File: config.mk
export PLATFORM = sky130hd
export DESIGN_NAME = dif_decoder
export DESIGN_NICKNAME = d
export VERILOG_FILES = /design/src/dif_pkg.sv /design/src/dif_decoder.sv
export SDC_FILE = /design/constraint.sdc
export NUM_CORES = 1
export LEC_CHECK = 0
export BUFFER_PORTS_ARGS = -buffer_cell sky130_fd_sc_hd__buf_2
export CORE_AREA = 2 2 182 184
export DETAILED_ROUTE_END_ITERATION = 10
export DIE_AREA = 0 0 184 186
export GPL_ROUTABILITY_DRIVEN = 1
export PLACE_DENSITY = 0.52
export RECOVER_POWER = 100
export SYNTH_ARGS = -nofsm -noshare
export SYNTH_HDL_FRONTEND = slang
export SYNTH_SLANG_ARGS = --single-unit
File: constraint.sdc
create_clock -name mclk -period 3.4 [get_ports mclk]
set_input_delay 0.34 -clock mclk [delete_from_list [all_inputs] [get_ports mclk]]
set_output_delay 0.34 -clock mclk [all_outputs]
set_load 0.02 [all_outputs]
File: src/dif_pkg.sv
// Shared constants, types and function codes of the drive input decoder.
// Assumes a single 25 MHz system clock; all users import this package whole.
package dif_pkg;

    ////////////////////////////////////////////////////////////////////////
    localparam int FREQ_W  = 16;
    localparam int NTERM   = 4;
    localparam int FSEL_W  = 5;
    localparam int NFUNC   = 32;
    localparam int NPRESET = 16;
    localparam int NRAW    = 6;

    // Raw input vector positions
    localparam int RAW_FWD   = 0;
    localparam int RAW_REV   = 1;
    localparam int RAW_TERM0 = 2;

    // Terminal function codes
    localparam logic [FSEL_W-1:0] FN_FWD_REV       = 5'h00;
    localparam logic [FSEL_W-1:0] FN_STOP_KEY      = 5'h01;
    localparam logic [FSEL_W-1:0] FN_STEP1         = 5'h02;
    localparam logic [FSEL_W-1:0] FN_STEP2         = 5'h03;
    localparam logic [FSEL_W-1:0] FN_STEP3         = 5'h04;
    localparam logic [FSEL_W-1:0] FN_STEP4         = 5'h05;
    localparam logic [FSEL_W-1:0] FN_JOG_SEL       = 5'h06;
    localparam logic [FSEL_W-1:0] FN_RAMP_SWITCH   = 5'h07;
    localparam logic [FSEL_W-1:0] FN_BB_NO         = 5'h08;
    localparam logic [FSEL_W-1:0] FN_BB_NC         = 5'h09;
    localparam logic [FSEL_W-1:0] FN_RAMP_HOLD     = 5'h0A;
    localparam logic [FSEL_W-1:0] FN_OVERHEAT      = 5'h0B;
    localparam logic [FSEL_W-1:0] FN_FWD_JOG       = 5'h0C;
    localparam logic [FSEL_W-1:0] FN_REV_JOG       = 5'h0D;
    localparam logic [FSEL_W-1:0] FN_PID_IRESET    = 5'h0E;
    localparam logic [FSEL_W-1:0] FN_PID_DISABLE   = 5'h0F;
    localparam logic [FSEL_W-1:0] FN_EXT_FAULT_NO  = 5'h10;
    localparam logic [FSEL_W-1:0] FN_EXT_FAULT_NC  = 5'h11;
    localparam logic [FSEL_W-1:0] FN_AUX_ENABLE    = 5'h12;
    localparam logic [FSEL_W-1:0] FN_DC_BRAKE      = 5'h14;
    localparam logic [FSEL_W-1:0] FN_LOCAL_SELECT  = 5'h17;

    localparam logic [3:0]        AUX_FN_FREQ      = 4'h0;
    localparam logic [3:0]        FIRST_TERM_NUM   = 4'h5;

    // Timing
    localparam longint CLK_HZ              = 25_000_000;
    localparam longint JOG_CONFLICT_MS     = 500;
    localparam int     JOG_CONFLICT_CYCLES = int'(JOG_CONFLICT_MS * CLK_HZ / 64'd1000);
    localparam int     JOG_CNT_W           = 24;

    ////////////////////////////////////////////////////////////////////////
    typedef enum logic [2:0] {
        RUN_IDLE = 3'b001,
        RUN_FWD  = 3'b010,
        RUN_REV  = 3'b100
    } dif_run_t;

    typedef enum logic [2:0] {
        DISP_NORMAL    = 3'h0,
        DISP_FREQ_ERR  = 3'h1,
        DISP_BB_ALARM  = 3'h2,
        DISP_OVERHEAT  = 3'h3,
        DISP_EXT_FAULT = 3'h4
    } dif_disp_t;

    typedef struct packed {
        logic [NTERM-1:0][FSEL_W-1:0] term_fsel;
        logic                         run_source_select;
        logic                         reference_source_select;
        logic                         stop_method_select;
        logic [3:0]                   aux_analog_function_select;
        logic                         pid_feature_enable;
    } dif_cfg_t;

    typedef struct packed {
        logic run;
        logic reverse;
        logic jog;
        logic ramp_second;
        logic ramp_hold;
        logic output_block;
        logic coast_stop;
        logic dc_brake;
        logic pid_enable;
        logic pid_integ_reset;
        logic aux_enable;
    } dif_cmd_t;

    typedef struct packed {
        dif_disp_t  display;
        logic       fault;
        logic [3:0] fault_terminal;
        logic       local_mode;
        logic       remote_led;
    } dif_ind_t;

    localparam dif_cmd_t CMD_RST = '0;
    localparam dif_ind_t IND_RST = '{display: DISP_NORMAL, fault: 1'b0, fault_terminal: 4'h0,
                                     local_mode: 1'b0, remote_led: 1'b1};

endpackage

File: src/dif_decoder.sv
// Multi-function contact input decoder of a motor drive.
// Assumes raw contacts are asynchronous and the sequencer reports stop and ramp state.
//
// Notes on behaviour
// - Two-wire: forward, reverse, or stop
// - Both on: stop, flag error, recover after
// - Terminal five code 01 latches runs
// - Otherwise non-latching two-wire operation
// - Four step inputs binary select sixteen presets
// - Preset one: stored or analog by setting
// - Preset two: auxiliary input when setting zero
// - Ramp switch selects second ramp pair
// - Baseblock while running blocks, then resumes
// - Baseblock while decelerating coasts, stays stopped
// - Normally-open active on, normally-closed active off
// - Ramp hold freezes output frequency
// - Run off during hold: coast, remember frequency
// - Overheat input shows alarm, keeps running
// - Forward and reverse jog at jog frequency
// - Jog overrides every other frequency source
// - Both jogs over 500 ms stop drive
// - Integral reset input clears PID integrator
// - PID-disable input selects open loop
// - External fault blocks, coasts, names terminal
// - Auxiliary input enable, off under PID
// - DC braking when stopped; run cancels it
// - Local select takes panel, remote lamp off
// - Local to remote only while stopped
module dif_decoder
    import dif_pkg::*;
#(
    parameter int JOG_LIMIT = JOG_CONFLICT_CYCLES
) (
    input  wire logic                                mclk,
    input  wire logic                                nrst,
    input  wire logic                                clk_en,
    input  wire dif_cfg_t                            cfg,
    input  wire logic                                forward_run_switch,
    input  wire logic                                reverse_run_switch,
    input  wire logic [NTERM-1:0]                    term_pins,
    input  wire logic                                panel_run,
    input  wire logic                                panel_reverse,
    input  wire logic [FREQ_W-1:0]                   panel_freq,
    input  wire logic                                serial_run,
    input  wire logic                                serial_reverse,
    input  wire logic [FREQ_W-1:0]                   serial_freq,
    input  wire logic [NPRESET-1:0][FREQ_W-1:0]      preset_frequency,
    input  wire logic [FREQ_W-1:0]                   jog_frequency,
    input  wire logic [FREQ_W-1:0]                   analog_voltage_input,
    input  wire logic [FREQ_W-1:0]                   analog_current_input,
    input  wire logic [FREQ_W-1:0]                   aux_analog_input,
    input  wire logic [FREQ_W-1:0]                   output_frequency,
    input  wire logic                                drive_stopped,
    input  wire logic                                ramp_decelerating,
    input  wire logic                                fault_reset,
    output dif_cmd_t                                 cmd,
    output logic [FREQ_W-1:0]                        freq_ref,
    output logic [FREQ_W-1:0]                        held_frequency,
    output dif_ind_t                                 ind
);

    ////////////////////////////////////////////////////////////////////////
    // Input synchronisers: three stages, level accepted when stages two and three agree
    logic [NRAW-1:0] raw;
    logic [NRAW-1:0] lvl;

    assign raw = {term_pins, reverse_run_switch, forward_run_switch};

    for (genvar i = 0; i < NRAW; i++) begin : g_sync
        logic s1_r;
        logic s2_r;
        logic s3_r;
        logic lvl_r;
        always_ff @(posedge mclk or negedge nrst) begin
            if (!nrst) begin
                s1_r  <= 1'b0;
                s2_r  <= 1'b0;
                s3_r  <= 1'b0;
                lvl_r <= 1'b0;
            end else if (clk_en) begin
                s1_r <= raw[i];
                s2_r <= s1_r;
                s3_r <= s2_r;
                // Glitch filter
                if (s2_r == s3_r) begin
                    lvl_r <= s3_r;
                end
            end
        end
        assign lvl[i] = lvl_r;
    end

    ////////////////////////////////////////////////////////////////////////
    // Function decode per terminal
    logic [NTERM-1:0][NFUNC-1:0] term_asg;
    logic [NTERM-1:0][NFUNC-1:0] term_on;
    logic [NTERM-1:0][NFUNC-1:0] term_off;
    logic [NTERM-1:0]            term_fault;

    for (genvar t = 0; t < NTERM; t++) begin : g_term
        assign term_asg[t]   = NFUNC'(1) << cfg.term_fsel[t];
        assign term_on[t]    = lvl[RAW_TERM0 + t] ? term_asg[t] : '0;
        assign term_off[t]   = lvl[RAW_TERM0 + t] ? '0 : term_asg[t];
        assign term_fault[t] = term_on[t][FN_EXT_FAULT_NO] | term_off[t][FN_EXT_FAULT_NC];
    end

    wire [NFUNC-1:0] fn_asg = term_asg[0] | term_asg[1] | term_asg[2] | term_asg[3];
    wire [NFUNC-1:0] fn_on  = term_on[0] | term_on[1] | term_on[2] | term_on[3];
    wire [NFUNC-1:0] fn_off = term_off[0] | term_off[1] | term_off[2] | term_off[3];

    wire baseblock   = fn_on[FN_BB_NO] | fn_off[FN_BB_NC];
    wire ext_fault   = |term_fault;
    wire ramp_hold   = fn_on[FN_RAMP_HOLD];
    wire overheat    = fn_on[FN_OVERHEAT];
    wire fwd_jog     = fn_on[FN_FWD_JOG];
    wire rev_jog     = fn_on[FN_REV_JOG];

    wire local_req   = fn_on[FN_LOCAL_SELECT];

    wire pid_enable  = cfg.pid_feature_enable & ~fn_on[FN_PID_DISABLE];
    wire aux_gate    = fn_asg[FN_AUX_ENABLE] ? fn_on[FN_AUX_ENABLE] : 1'b1;
    wire aux_enable  = aux_gate & ~pid_enable;

    // Lowest terminal wins
    wire [3:0] fault_term = term_fault[0] ? FIRST_TERM_NUM :
                            term_fault[1] ? FIRST_TERM_NUM + 4'h1 :
                            term_fault[2] ? FIRST_TERM_NUM + 4'h2 :
                                            FIRST_TERM_NUM + 4'h3;

    ////////////////////////////////////////////////////////////////////////
    // Terminal run commands
    // Filtered contact levels
    wire sw_fwd     = lvl[RAW_FWD];
    wire sw_rev     = lvl[RAW_REV];
    wire sustain    = (cfg.term_fsel[0] == FN_STOP_KEY);
    wire stop_key   = sustain & lvl[RAW_TERM0];

    wire conflict   = sw_fwd & sw_rev;

    dif_run_t run_st_r;
    dif_run_t run_st_nxt;

    always_comb begin
        run_st_nxt = run_st_r;
        case (run_st_r)
            RUN_IDLE: begin
                if (sustain && sw_fwd && !sw_rev && !stop_key) begin
                    run_st_nxt = RUN_FWD;
                end else if (sustain && sw_rev && !sw_fwd && !stop_key) begin
                    run_st_nxt = RUN_REV;
                end
            end
            RUN_FWD: begin
                if (!sustain || stop_key || sw_rev) begin
                    run_st_nxt = RUN_IDLE;
                end
            end
            RUN_REV: begin
                if (!sustain || stop_key || sw_fwd) begin
                    run_st_nxt = RUN_IDLE;
                end
            end
            default: run_st_nxt = RUN_IDLE;
        endcase
    end

    wire term_run = sustain ? (run_st_r != RUN_IDLE) : (sw_fwd ^ sw_rev);
    wire term_rev = sustain ? (run_st_r == RUN_REV) : sw_rev;

    ////////////////////////////////////////////////////////////////////////
    // Frequency selection
    wire [3:0] step = {fn_on[FN_STEP4], fn_on[FN_STEP3],
                       fn_on[FN_STEP2], fn_on[FN_STEP1]};

    // Saturating analog sum
    wire [FREQ_W:0]   analog_sum = {1'b0, analog_voltage_input} + {1'b0, analog_current_input};
    wire [FREQ_W-1:0] analog_ref = analog_sum[FREQ_W] ? {FREQ_W{1'b1}} : analog_sum[FREQ_W-1:0];
    wire              use_aux    = (cfg.aux_analog_function_select == AUX_FN_FREQ) & aux_enable;

    wire [FREQ_W-1:0] preset_ref =
        (step == 4'h0) ? (cfg.reference_source_select ? analog_ref : preset_frequency[0]) :
        (step == 4'h1) ? (use_aux ? aux_analog_input : preset_frequency[1]) :
                         preset_frequency[step];

    ////////////////////////////////////////////////////////////////////////
    // Source selection
    logic local_r;
    logic local_nxt;

    // Panel granted at once
    assign local_nxt = local_req ? 1'b1 : (drive_stopped ? 1'b0 : local_r);

    wire              src_run  = local_r ? panel_run :
                                 cfg.run_source_select ? serial_run : (term_run & ~conflict);
    wire              src_rev  = local_r ? panel_reverse :
                                 cfg.run_source_select ? serial_reverse : term_rev;
    wire [FREQ_W-1:0] src_freq = local_r ? panel_freq :
                                 cfg.run_source_select ? serial_freq : preset_ref;

    ////////////////////////////////////////////////////////////////////////
    // Jog and conflicting jog timer
    logic [JOG_CNT_W-1:0] jog_cnt_r;
    logic                 jog_stop_r;

    wire jog_both = fwd_jog & rev_jog;
    wire jog_dir  = fwd_jog | rev_jog;
    wire jog_sel  = fn_on[FN_JOG_SEL] & src_run;
    wire jog_any  = jog_dir | jog_sel;

    // Both jogs: keep direction
    wire jog_rev  = jog_both ? cmd.reverse : (jog_dir ? rev_jog : src_rev);
    wire jog_hit  = jog_both & (jog_cnt_r == JOG_CNT_W'(JOG_LIMIT - 1));

    ////////////////////////////////////////////////////////////////////////
    // Run request, baseblock, hold and fault latches
    logic             bb_stop_r;
    logic             hold_coast_r;
    logic             fault_r;
    logic [3:0]       fault_term_r;
    logic [FREQ_W-1:0] held_r;

    wire run_req    = src_run | jog_any;

    wire hold_drop  = ramp_hold & cmd.run & ~run_req;
    wire bb_decel   = baseblock & ramp_decelerating & cmd.run;
    wire jog_coast  = jog_stop_r & ~cfg.stop_method_select;

    wire fault_nxt  = ext_fault | (fault_r & ~fault_reset);
    wire bbs_nxt    = bb_decel | (bb_stop_r & run_req);
    wire holdc_nxt  = hold_drop | (hold_coast_r & ~run_req);
    wire jstop_nxt  = jog_hit | (jog_stop_r & jog_both);

    // Latched stops veto run
    wire run_ok     = run_req & ~baseblock & ~bbs_nxt & ~fault_nxt
                    & ~jstop_nxt & ~holdc_nxt;

    ////////////////////////////////////////////////////////////////////////
    // Next command and indication
    dif_cmd_t    cmd_nxt;
    dif_ind_t    ind_nxt;
    logic [FREQ_W-1:0] freq_nxt;

    always_comb begin
        cmd_nxt                 = CMD_RST;
        cmd_nxt.run             = run_ok;
        cmd_nxt.reverse         = jog_any ? jog_rev : src_rev;
        cmd_nxt.jog             = jog_any & run_ok;
        cmd_nxt.ramp_second     = fn_on[FN_RAMP_SWITCH];
        cmd_nxt.ramp_hold       = ramp_hold;
        cmd_nxt.output_block    = baseblock | bbs_nxt | fault_nxt
                                | holdc_nxt | jog_coast;
        cmd_nxt.coast_stop      = bbs_nxt | fault_nxt | holdc_nxt | jog_coast;
        cmd_nxt.dc_brake        = fn_on[FN_DC_BRAKE] & drive_stopped & ~run_req;
        cmd_nxt.pid_enable      = pid_enable;
        cmd_nxt.pid_integ_reset = fn_on[FN_PID_IRESET];
        cmd_nxt.aux_enable      = aux_enable;
    end

    // Jog outranks sources
    assign freq_nxt = bbs_nxt ? '0 :
                      jog_any ? jog_frequency : src_freq;

    always_comb begin
        ind_nxt                = IND_RST;
        ind_nxt.fault          = fault_nxt;
        ind_nxt.fault_terminal = ext_fault ? fault_term : fault_term_r;
        ind_nxt.local_mode     = local_nxt;
        ind_nxt.remote_led     = ~local_nxt;
        if (fault_nxt) begin
            ind_nxt.display = DISP_EXT_FAULT;
        end else if (baseblock || bbs_nxt) begin
            ind_nxt.display = DISP_BB_ALARM;
        end else if (conflict && !local_r && !cfg.run_source_select) begin
            ind_nxt.display = DISP_FREQ_ERR;
        end else if (overheat) begin
            ind_nxt.display = DISP_OVERHEAT;
        end else begin
            ind_nxt.display = DISP_NORMAL;
        end
    end

    ////////////////////////////////////////////////////////////////////////
    // State registers
    always_ff @(posedge mclk or negedge nrst) begin
        if (!nrst) begin
            run_st_r <= RUN_IDLE;
            local_r  <= 1'b0;
        end else if (clk_en) begin
            run_st_r <= run_st_nxt;
            local_r  <= local_nxt;
        end
    end

    always_ff @(posedge mclk or negedge nrst) begin
        if (!nrst) begin
            jog_cnt_r  <= '0;
            jog_stop_r <= 1'b0;
        end else if (clk_en) begin
            jog_cnt_r  <= (jog_both && !jog_hit && !jog_stop_r) ? jog_cnt_r + 1'b1 : '0;
            jog_stop_r <= jstop_nxt;
        end
    end

    always_ff @(posedge mclk or negedge nrst) begin
        if (!nrst) begin
            bb_stop_r    <= 1'b0;
            hold_coast_r <= 1'b0;
            fault_r      <= 1'b0;
            fault_term_r <= 4'h0;
        end else if (clk_en) begin
            bb_stop_r    <= bbs_nxt;
            hold_coast_r <= holdc_nxt;
            fault_r      <= fault_nxt;
            fault_term_r <= ind_nxt.fault_terminal;
        end
    end

    // Kept for restart
    always_ff @(posedge mclk or negedge nrst) begin
        if (!nrst) begin
            held_r <= '0;
        end else if (clk_en && hold_drop) begin
            held_r <= output_frequency;
        end
    end

    always_ff @(posedge mclk or negedge nrst) begin
        if (!nrst) begin
            cmd      <= CMD_RST;
            ind      <= IND_RST;
            freq_ref <= '0;
        end else if (clk_en) begin
            cmd      <= cmd_nxt;
            ind      <= ind_nxt;
            freq_ref <= freq_nxt;
        end
    end

    assign held_frequency = held_r;

endmodule // dif_decoder

==> impl_metrics.csv, run 1 <==
group,metric,value,unit
clock_network,cts_made_buffers,9,
drt,dr.first_iter.drc_count,906,
synthesis,synth.area.top_cells,"dfrtp_1 (27%), nand2_1 (7.8%), mux2i_1 (4.8%)",
clock_network,clk_path_buf_depth,2,
timing,hold_violations,0,
setup_path,cp-start-kind,"flop",
synthesis,async_reset_ff_frac,1.00,
floorplan,fp-row-count,66,
timing,finalCritPeriodShare,0.962,
cells_and_area,fin_nets,2104,
setup_path,worstPathRequired,3.65,ns
drt,drc_errors,0,
synthesis,syn_area,9580,sq um
floorplan,die_y,186,microns
clock_network,ctsRootBufferMaster,"clkbuf_16",
global_route,grtUsageTotal,0.278,
global_route,gr-total-overflow,0,
drt,avgViaCountPerCell,5.47,
synthesis,synth_ff_type,"dfrtp_1",
clock_network,insertion_delay,0.36,ns
synthesis,avgSynthCellArea,7.94,sq um
cells_and_area,fillers,3449,
floorplan,fp.dieArea,34200,sq um
synthesis,post-synth-top-count-cell,"nand2_1",
setup_path,critPathMaxFanout,16,
setup_path,path_cells,"or4b_1, o2bb2ai_1, buf_4, nor2_4, clkbuf_4, a211oi_1, a311oi_1, a311oi_1, a31oi_1, buf_4, nor3_1, o31ai_1",
synthesis,yosys.area_share.xor_xnor,0.0311,
timing,slew_headroom,-0.174,
drt,wl_per_cell,23.9,microns
placement,place_ws,-0.131,ns
placement,io_buffers,464,
global_route,first_global_vias,10931,
global_route,grt_pass1_wl,69500,microns
placement,hpwl,41800,microns
synthesis,synthCells,1207,
setup_path,crit_type,"reg2reg",
synthesis,synth_edf_count,0,
timing,setup_viol,0,
timing,slew_viol_final,106,
timing,period_minus_slack,3.27,ns
timing,fin_skew,0.0173,ns
cells_and_area,syn_to_final_growth,34.2,%
clock_network,cts_sinks,106,
synthesis,yosysWarnings,0,
floorplan,core,32200,sq um
timing,fin_ws,0.130,ns
clock_network,cts_max_level,3,
synthesis,syn-num-nets,1638,
synthesis,muxShareOfSynthArea,0.0994,
drt,vias,11444,
setup_path,crit_path_end_kind,"flop",
drt,routed_wirelength,49900,microns
setup_path,critPathMaxStageDelay,0.46,ns
timing,worst_slew_pin_slew,1.76,ns
floorplan,start_util,0.297,
power,ir_drop,0.312,mV
cells_and_area,multi_input_area,6340,sq um
clock_network,hold_buffers,0,
floorplan,boundaryPins,465,
drt,drtPass1Iterations,6,
synthesis,netlist.area_leader.share,0.272,
status,violations,"max-capacitance violations, max-slew violations",
clock_network,path_clk_slew,0.09,ns
placement,placed_area,12600,sq um
synthesis,synth_commonest_cells,"nand2_1 (200), dfrtp_1 (104), nor2_1 (91)",
synthesis,synth.distinct_cells,100,
placement,finalWeightedCongestion,0.989,
global_route,grt_antenna_before_repair,25,
setup_path,cpMaxStageDelayCell,"or4b_1",
synthesis,synth_seq_area_share,0.277,
global_route,grt_max_degree,65,
flow_run,maxCapViolCount,2,
synthesis,synth-seq-cells,106,
setup_path,path_buf_inv,3,
synthesis,synth_top_cell_by_area,"dfrtp_1",
drt,ant_nets,0,
synthesis,synth_top_family_by_area,"simple AND/OR/NAND/NOR gates",
status,run_status,"finished with violations",
synthesis,synth_compound_gate_area_share,0.234,
floorplan,die_x,184,microns
cells_and_area,finalInstanceArea,12900,sq um
cells_and_area,register_area,2660,sq um
setup_path,worstPathArrival,3.52,ns
clock_network,cts_tree,"built",
setup_path,path_delay_family,"compound AO/OA/AOI/OAI gates",
timing,fmax,306,MHz
synthesis,yosys.area_share.adder,0.0256,
power,p_leak,5.94,nW
clock_network,cts_setup_buffers,0,
power,p_per_area,405,nW/um^2
cells_and_area,drive_above_1_share,0.346,
timing,fin_tns_setup,0,ns
timing,rsz0062_at_grt,"no",
worst_hold_path,min_path_type,"in2reg",
synthesis,yosys.area_share.simple,0.269,
==> where the power goes <==
part           internal, W  switching (W)  leakage [nW]
logic             0.000941        0.00146          4.42
registers          0.00150       0.000176          1.36
clock network     0.000543       0.000594         0.157
==> logic make-up (layout without fill, tap and decap cells) <==
logic type | Yosys count | count (layout)
compound gates | 316 | 316
fa+ha+maj | 19 | 19
flops | 106 | 106
xor+xnor | 34 | 34
buf+inv | 121 | 592
mux | 88 | 88
simple gates | 523 | 523
other cells | 0 | 7
==> layout by cell type, fill, tap and decap left out, types with 8 or more instances in the layout <==
cell type	count
a211oi_1	21
a21boi_0	10
a21o_1	9
a21oi_1	57
a311oi_1	16
a31oi_1	17
and3_1	14
buf_2	409
buf_4	63
clkbuf_1	57
clkbuf_16	9
clkbuf_2	8
dfrtp_1	104
ha_1	18
inv_1	32
mux2_2	39
mux2i_1	46
nand2_1	200
nand2b_1	17
nand3_1	79
nand4_1	13
nor2_1	90
nor2b_1	13
nor3_1	29
o21ai_0	54
o221ai_1	20
o22ai_1	16
o2bb2ai_1	9
xnor2_1	22
xor2_1	12
==> path summary, 6_finish.rpt <==
check / slack, ns / endpoint / from / depth (start not counted)
setup reg to reg: 0.13 / freq_ref[10] / g_sync[2].lvl_r / 12
hold / removal: 0.20 / held_frequency[0] / output_frequency[0] / 2
max in group asynchronous: 1.03 / g_sync[2].s3_r / nrst / 2
hold reg to reg: 0.49 / ind[8] / ind[8] / 1
min in group asynchronous: 0.39 / jog_cnt_r[17] / nrst / 1
setup / recovery: 0.13 / freq_ref[10] / g_sync[2].lvl_r / 12
==> sequential cells by signal, summed over array words and instances, names as in the netlist, 4 cells and up <==
name            cells
cmd                11
fault_term_r        4
freq_ref           16
g_sync.lvl_r        6
g_sync.s1_r         6
g_sync.s2_r         6
g_sync.s3_r         6
held_frequency     16
jog_cnt_r          24
==> through the flow <==
stage	utilization	cells	hold slack, ns	total power (W)
6_report	0.399	2093	0.204	0.00521
5_1_grt	0.399	2089	0.190	0.00552
4_1_cts	0.402	2086	0.112	0.00529
3_5_place_dp	0.392	2070	0.469	0.00414
3_3_place_gp	0.392	2070	0.467	0.00413
2_1_floorplan	-	1207	0.0444	0.00304
==> routing by layer <==
metal  up-vias  GRT usage  routed length (microns)
li1       5402          -                        -
met1      5380      0.359                    21000
met2       559      0.450                    23200
met3        87     0.0683                     3980
met4        16      0.102                     1640
met5         -          0                       99
==> final cells by class <==
class	instances	area share
timing repair buffer	543	0.224
inverter	33	0.00964
tap	408	0.0397
sequential	106	0.207
clock buffer	9	0.0175
antenna	7	0.00136
multi-input combinational	980	0.493
clock inverter	7	0.00769
==> timing repair <==
item | CTS | global route
gates resized for setup | 0 | 4
endpoints found under the hold margin | 0 | 0
setup endpoints to repair | 0 | 5
Note: power is estimated with default switching activity, not from simulation.
==> run 2, diff against run 1 <==
--- a/config.mk
+++ b/config.mk
@@ -6,9 +6,9 @@
 export NUM_CORES = 1
 export LEC_CHECK = 0
 export BUFFER_PORTS_ARGS = -buffer_cell sky130_fd_sc_hd__buf_2
-export CORE_AREA = 2 2 182 184
+export CORE_AREA = 2 2 181 183
 export DETAILED_ROUTE_END_ITERATION = 10
-export DIE_AREA = 0 0 184 186
+export DIE_AREA = 0 0 183 185
 export GPL_ROUTABILITY_DRIVEN = 1
 export PLACE_DENSITY = 0.52
 export RECOVER_POWER = 100
==> constraint.sdc (replaced) <==
create_clock -name mclk -period 3.8 [get_ports mclk]
set_input_delay 0.38 -clock mclk [delete_from_list [all_inputs] [get_ports mclk]]
set_output_delay 0.38 -clock mclk [all_outputs]
set_load 0.02 [all_outputs]
==> run 2 against run 1 <==
Compared with the run above: the flow still finishes with violations (max-capacitance violations, max-slew violations); combinational power is 14% lower; first-iteration DRC count is 4.2% lower; die area shrank 1.1%; setup slack better by 0.14 ns; clock power decreased by 11%; worst hold slack improved by 0.032 ns; sequential cell count unchanged; register-to-register slack better by 0.14 ns; power shrank 12%.
==> impl_metrics.csv, run 2 (same netlist as run 1, synthesis figures left out) <==
group,metric,value,unit
clock_network,ctsRootBufferMaster,"clkbuf_16",
setup_path,r2r_end,"freq_ref[14]",
clock_network,cts_setup_buffers,0,
flow_run,maxCapViolCount,2,
timing,fin_tns_setup,0,ns
power,p_per_area,364,nW/um^2
timing,rsz0062_at_grt,"no",
setup_path,path_cells,"clkbuf_1, nand2b_1, a211oi_2, o221ai_2, nand2b_1, a221oi_1, a222oi_1, o21ai_1",
cells_and_area,drive_above_1_share,0.326,
setup_path,r2r_start,"local_r",
floorplan,die_x,183,microns
worst_hold_path,min_path_type,"in2reg",
clock_network,cts_sinks,106,
clock_network,cts_max_level,3,
drt,dr.first_iter.drc_count,868,
floorplan,boundaryPins,465,
timing,setup_viol,0,
drt,vias,11342,
placement,io_buffers,464,
cells_and_area,fin_nets,2067,
cells_and_area,final_common_cell,"buf_2",
setup_path,worstPathRequired,4.10,ns
clock_network,clk_path_buf_depth,2,
global_route,grtUsageTotal,0.282,
global_route,grt_pass1_wl,70200,microns
cells_and_area,largest_reg_flops,24,
floorplan,fp.dieArea,33900,sq um
floorplan,die_y,185,microns
status,violations,"max-capacitance violations, max-slew violations",
setup_path,crit_top_cell,"nand2b_1",
cells_and_area,syn_to_final_growth,31.1,%
timing,slew_headroom,-0.328,
drt,wl_met1,20700,microns
setup_path,worstPathArrival,3.83,ns
clock_network,hold_buffers,0,
cells_and_area,top_register,"jog_cnt_r",
clock_network,cts_resized,0,
setup_path,reg2reg_depth,8,
placement,finalWeightedCongestion,0.983,
status,run_status,"finished with violations",
power,p_leak,5.72,nW
setup_path,cp-start-kind,"flop",
drt,drtPass1Iterations,6,
setup_path,critPathMaxStageDelay,1.02,ns
worst_hold_path,hold_depth,2,
timing,fin_skew,0.0130,ns
timing,fmax,284,MHz
global_route,gr-total-overflow,0,
worst_hold_path,holdPathEnd,"held_frequency[1]",
drt,ant_nets,0,
clock_network,path_clk_slew,0.09,ns
drt,routed_wirelength,50100,microns
clock_network,insertion_delay,0.37,ns
drt,met2_length,24300,microns
global_route,grt_antenna_before_repair,16,
global_route,first_global_vias,10767,
timing,finalCritPeriodShare,0.928,
timing,hold_violations,0,
cells_and_area,final_cell_mix,"buf_2 (410), nand2_1 (200), dfrtp_1 (104)",
timing,worst_slew_pin_slew,1.99,ns
setup_path,r2r_slack,0.27,ns
floorplan,start_util,0.299,
setup_path,cpMaxStageDelayCell,"clkbuf_1",
clock_network,cts_tree,"built",
placement,hpwl,41500,microns
global_route,grt_max_degree,78,
floorplan,core,32000,sq um
floorplan,fp-row-count,66,
drt,top_layer,"met5",
clock_network,cts_made_buffers,9,
worst_hold_path,min-delay-start,"output_frequency[1]",
setup_path,critPathMaxFanout,27,
drt,drc_errors,0,
cells_and_area,fin_util,0.392,
drt,avgViaCountPerCell,5.51,
power,ir_drop,0.188,mV
timing,slew_viol_final,78,
setup_path,crit_type,"reg2reg",
drt,met3_length,3800,microns
setup_path,crit_path_end_kind,"flop",
drt,wl_per_cell,24.3,microns
timing,period_minus_slack,3.53,ns
==> run 2: changes by cell type in the layout (fill, tap and decap cells not counted), sizes merged <==
| cell | delta |
|---|---|
| buf | -36 |
| clkbuf | -1 |
| inv | +1 |
| clkinv | -1 |
| diode | +4 |
==> run 2: worst max-delay path by stage <==
stage	startpoint	endpoint	slack (ns)
floorplan	analog_voltage_input[0]	freq_ref[8]	0.76
global placement	cfg[15]	freq_ref[0]	0.22
detailed placement	cfg[11]	freq_ref[0]	0.23
CTS	g_sync[5].lvl_r	freq_ref[0]	0.28
global route	local_r	freq_ref[14]	0.08
finish	local_r	freq_ref[14]	0.27
==> run 2: layout make-up <==
cell class                      instances  area, sq um
Clock inverter                          7         88.8
Tap cell                              408          510
Fill cell                            3483        19500
Antenna cell                           11         27.5
Clock buffer                            9          225
Multi-Input combinational cell        980         6320
Inverter                               33          124
Sequential cell                       106         2660
Timing Repair Buffer                  506         2610
==> run 2: worst max-delay path, delay by kind of cell, from the launching register on <==
family | cells | cell delay (ns)
AOI/OAI and AO/OA | 5 | 1.34
buffers and inverters | 1 | 1.02
DFF | 1 | 0.37
and+or+nand+nor | 2 | 0.72
==> run 2: power by group <==
group | internal [W] | switching [W]
sequential | 0.00134 | 0.000156
combinational | 0.000778 | 0.00129
clock | 0.000481 | 0.000527
total | 0.00260 | 0.00198
==> run 2: layer usage <==
layer,global-route usage,vias to the layer above
met5,0,-
met4,0.0893,8
met3,0.0610,64
met2,0.473,520
met1,0.361,5416
li1,-,5334
==> run 2: through the flow <==
stage                     instances  power, W  setup slack [ns]  hold slack [ns]  instance area, sq um
after detailed placement       2033   0.00363             0.225            0.471                 12300
after global placement         2033   0.00362             0.223            0.471                 12300
after floorplan                1207   0.00272             0.764           0.0844                  9580
after global routing           2054   0.00483            0.0844            0.231                 12500
after CTS                      2049   0.00465             0.277            0.220                 12700
final                          2060   0.00457             0.274            0.236                 12600
==> run 3, diff against run 2 <==
--- a/config.mk
+++ b/config.mk
@@ -6,11 +6,11 @@
 export NUM_CORES = 1
 export LEC_CHECK = 0
 export BUFFER_PORTS_ARGS = -buffer_cell sky130_fd_sc_hd__buf_2
-export CORE_AREA = 2 2 181 183
+export CORE_AREA = 2 2 182 184
 export DETAILED_ROUTE_END_ITERATION = 10
-export DIE_AREA = 0 0 183 185
+export DIE_AREA = 0 0 184 186
 export GPL_ROUTABILITY_DRIVEN = 1
-export PLACE_DENSITY = 0.52
+export PLACE_DENSITY = 0.54
 export RECOVER_POWER = 100
 export SYNTH_ARGS = -nofsm -noshare
 export SYNTH_HDL_FRONTEND = slang
==> constraint.sdc (replaced) <==
create_clock -name mclk -period 2.84 [get_ports mclk]
set_input_delay 0.284 -clock mclk [delete_from_list [all_inputs] [get_ports mclk]]
set_output_delay 0.284 -clock mclk [all_outputs]
set_load 0.02 [all_outputs]
==> run 3 against run 2 <==
Compared with the run above: the run now ends clean; register-to-register slack worse by 0.26 ns; power rose by 46%; clock skew fell by 0.0016 ns; non-clock buffer count up 172; core utilization grew 5.8 points; first-iteration DRC count up 7.0%; critical path depth rose by 5; maximum frequency rose by 25%; global-route usage increased by 0.65 points; combinational power is 64% higher; via count increased by 6.5%; critical endpoint is now freq_ref[0]; largest power group unchanged.
==> impl_metrics.csv, run 3 (same netlist as run 1, synthesis figures left out) <==
group,metric,value,unit
timing,rsz0062_at_grt,"yes",
floorplan,fp-row-count,66,
power,p_per_area,461,nW/um^2
drt,drc_errors,0,
global_route,grtUsageTotal,0.288,
timing,slew_viol_final,0,
timing,setup_viol,0,
setup_path,critPathMaxStageDelay,0.50,ns
setup_path,r2r_slack,0.01,ns
status,run_status,"finished clean",
clock_network,cts_sinks,106,
placement,finalWeightedCongestion,1.01,
cells_and_area,top_register,"jog_cnt_r",
placement,hpwl,43400,microns
clock_network,clk_path_buf_depth,2,
cells_and_area,final_cell_mix,"buf_2 (410), nand2_1 (199), buf_4 (183)",
cells_and_area,syn_to_final_growth,51.4,%
clock_network,cts_max_level,3,
global_route,grt_pass1_wl,72800,microns
power,p_total,0.00669,W
timing,worst_slew_pin_slew,1.17,ns
worst_hold_path,min_path_type,"in2reg",
cells_and_area,drive_above_1_share,0.430,
clock_network,insertion_delay,0.36,ns
timing,fin_skew,0.0114,ns
cells_and_area,fillers,3350,
power,ir_drop,0.275,mV
floorplan,fp.dieArea,34200,sq um
global_route,first_global_vias,11534,
timing,hold_violations,0,
clock_network,cts_made_buffers,9,
floorplan,die_y,186,microns
flow_run,maxCapViolCount,0,
setup_path,crit_type,"reg2reg",
drt,routed_wirelength,51700,microns
setup_path,cpMaxStageDelayCell,"or4bb_4",
setup_path,crit_path_end_kind,"flop",
clock_network,cts_tree,"built",
global_route,grt_antenna_before_repair,14,
clock_network,path_clk_slew,0.09,ns
setup_path,cp-start-kind,"flop",
floorplan,core,32200,sq um
setup_path,worstPathRequired,3.09,ns
setup_path,crit_top_cell,"buf_4",
clock_network,ctsRootBufferMaster,"clkbuf_16",
drt,dr.first_iter.drc_count,929,
cells_and_area,final_common_cell,"buf_2",
drt,drtPass1Iterations,5,
timing,fmax,353,MHz
setup_path,worstPathArrival,3.08,ns
floorplan,boundaryPins,465,
setup_path,critPathMaxFanout,8,
timing,finalCritPeriodShare,0.996,
timing,slew_headroom,0.218,
floorplan,start_util,0.297,
power,p_leak,6.72,nW
drt,wl_per_cell,23.1,microns
drt,vias,12079,
drt,ant_nets,0,
placement,io_buffers,464,
global_route,gr-total-overflow,0,
timing,whs,0.151,ns
setup_path,path_cells,"buf_4, or4bb_4, nor2_4, buf_4, nor4_4, buf_6, buf_4, buf_4, a311oi_4, o32ai_2, buf_4, a211oi_4, o31ai_1",
cells_and_area,fin_nets,2242,
floorplan,die_x,184,microns
global_route,grt_max_degree,69,
cells_and_area,largest_reg_flops,24,
timing,period_minus_slack,2.83,ns
drt,avgViaCountPerCell,5.40,
run 3: cell count changes in the layout (fill, tap and decap cells not counted), moves of 6 or more:
cell,before,now
buf_4,25,183
buf_6,0,11
o21ai_0,56,48
a211oi_1,21,14
a311oi_1,16,9
buf_12,6,13
clkbuf_1,62,55
nor2_1,90,83
a311oi_2,1,7
nor3_1,29,23
run 3: path summary, 6_finish.rpt:
| kind | start | endpoint | cells past startpoint |
|---|---|---|---|
| setup / recovery | g_sync[3].lvl_r | freq_ref[0] | 13 |
| hold / removal | output_frequency[5] | held_frequency[5] | 2 |
| setup reg to reg | g_sync[3].lvl_r | freq_ref[0] | 13 |
| hold reg to reg | cmd[3] | cmd[3] | 1 |
| max in group asynchronous | nrst | cmd[7] | 3 |
| min in group asynchronous | nrst | jog_cnt_r[18] | 2 |
run 3: final cells by class:
type                    count  area (sq um)  area share
diodes                     11          27.5     0.00190
multi-input cells         983          6780       0.467
well taps                 408           510      0.0352
flip-flops and latches    106          2660       0.183
clock buffers               9           225      0.0155
inverters                  33           124     0.00854
clock inverters             7          88.8     0.00612
repair buffers            678          4100       0.283
run 3: metrics by stage:
stage	setup WS, ns	setup TNS, ns	util	std cells	area (sq um)
4_1_cts	-0.00714	-0.00823	0.444	2220	14300
3_3_place_gp	-0.541	-4.05	0.424	2193	13600
3_5_place_dp	-0.517	-4.14	0.424	2193	13600
2_1_floorplan	0.0240	0	-	1207	9590
5_1_grt	-0.0687	-0.304	0.450	2225	14500
6_report	0.00994	0	0.451	2235	14500
run 3: repair_timing:
action	CTS	global route
setup buffers	8	2
gates cloned	3	2
setup endpoints to repair	14	31
endpoints found under the hold margin	43	0
pin swaps	19	12
hold buffers	1	0
gates resized for setup	50	48
run 3: critical path: cells and delay by family, from the launching register on:
| kind | cells | cell delay, ns |
|---|---|---|
| buffers and inverters | 6 | 0.87 |
| AOI/OAI and AO/OA | 4 | 0.80 |
| and+or+nand+nor | 3 | 0.65 |
| DFF | 1 | 0.37 |
run 3: where the power goes:
group          leakage [nW]  switching [W]  internal, W  total (W)
Sequential             1.36       0.000178      0.00179    0.00197
Combinational          5.21        0.00192      0.00148    0.00340
Clock                 0.153       0.000677     0.000641    0.00132
run 3: routing by layer:
metal  global-route usage  share of wire  up-vias
met2                0.483           0.48      499
met3               0.0579          0.074       62
met1                0.381           0.42     5827
met5                    0        0.00075        -
met4               0.0704          0.022        6
li1                     -              -     5685
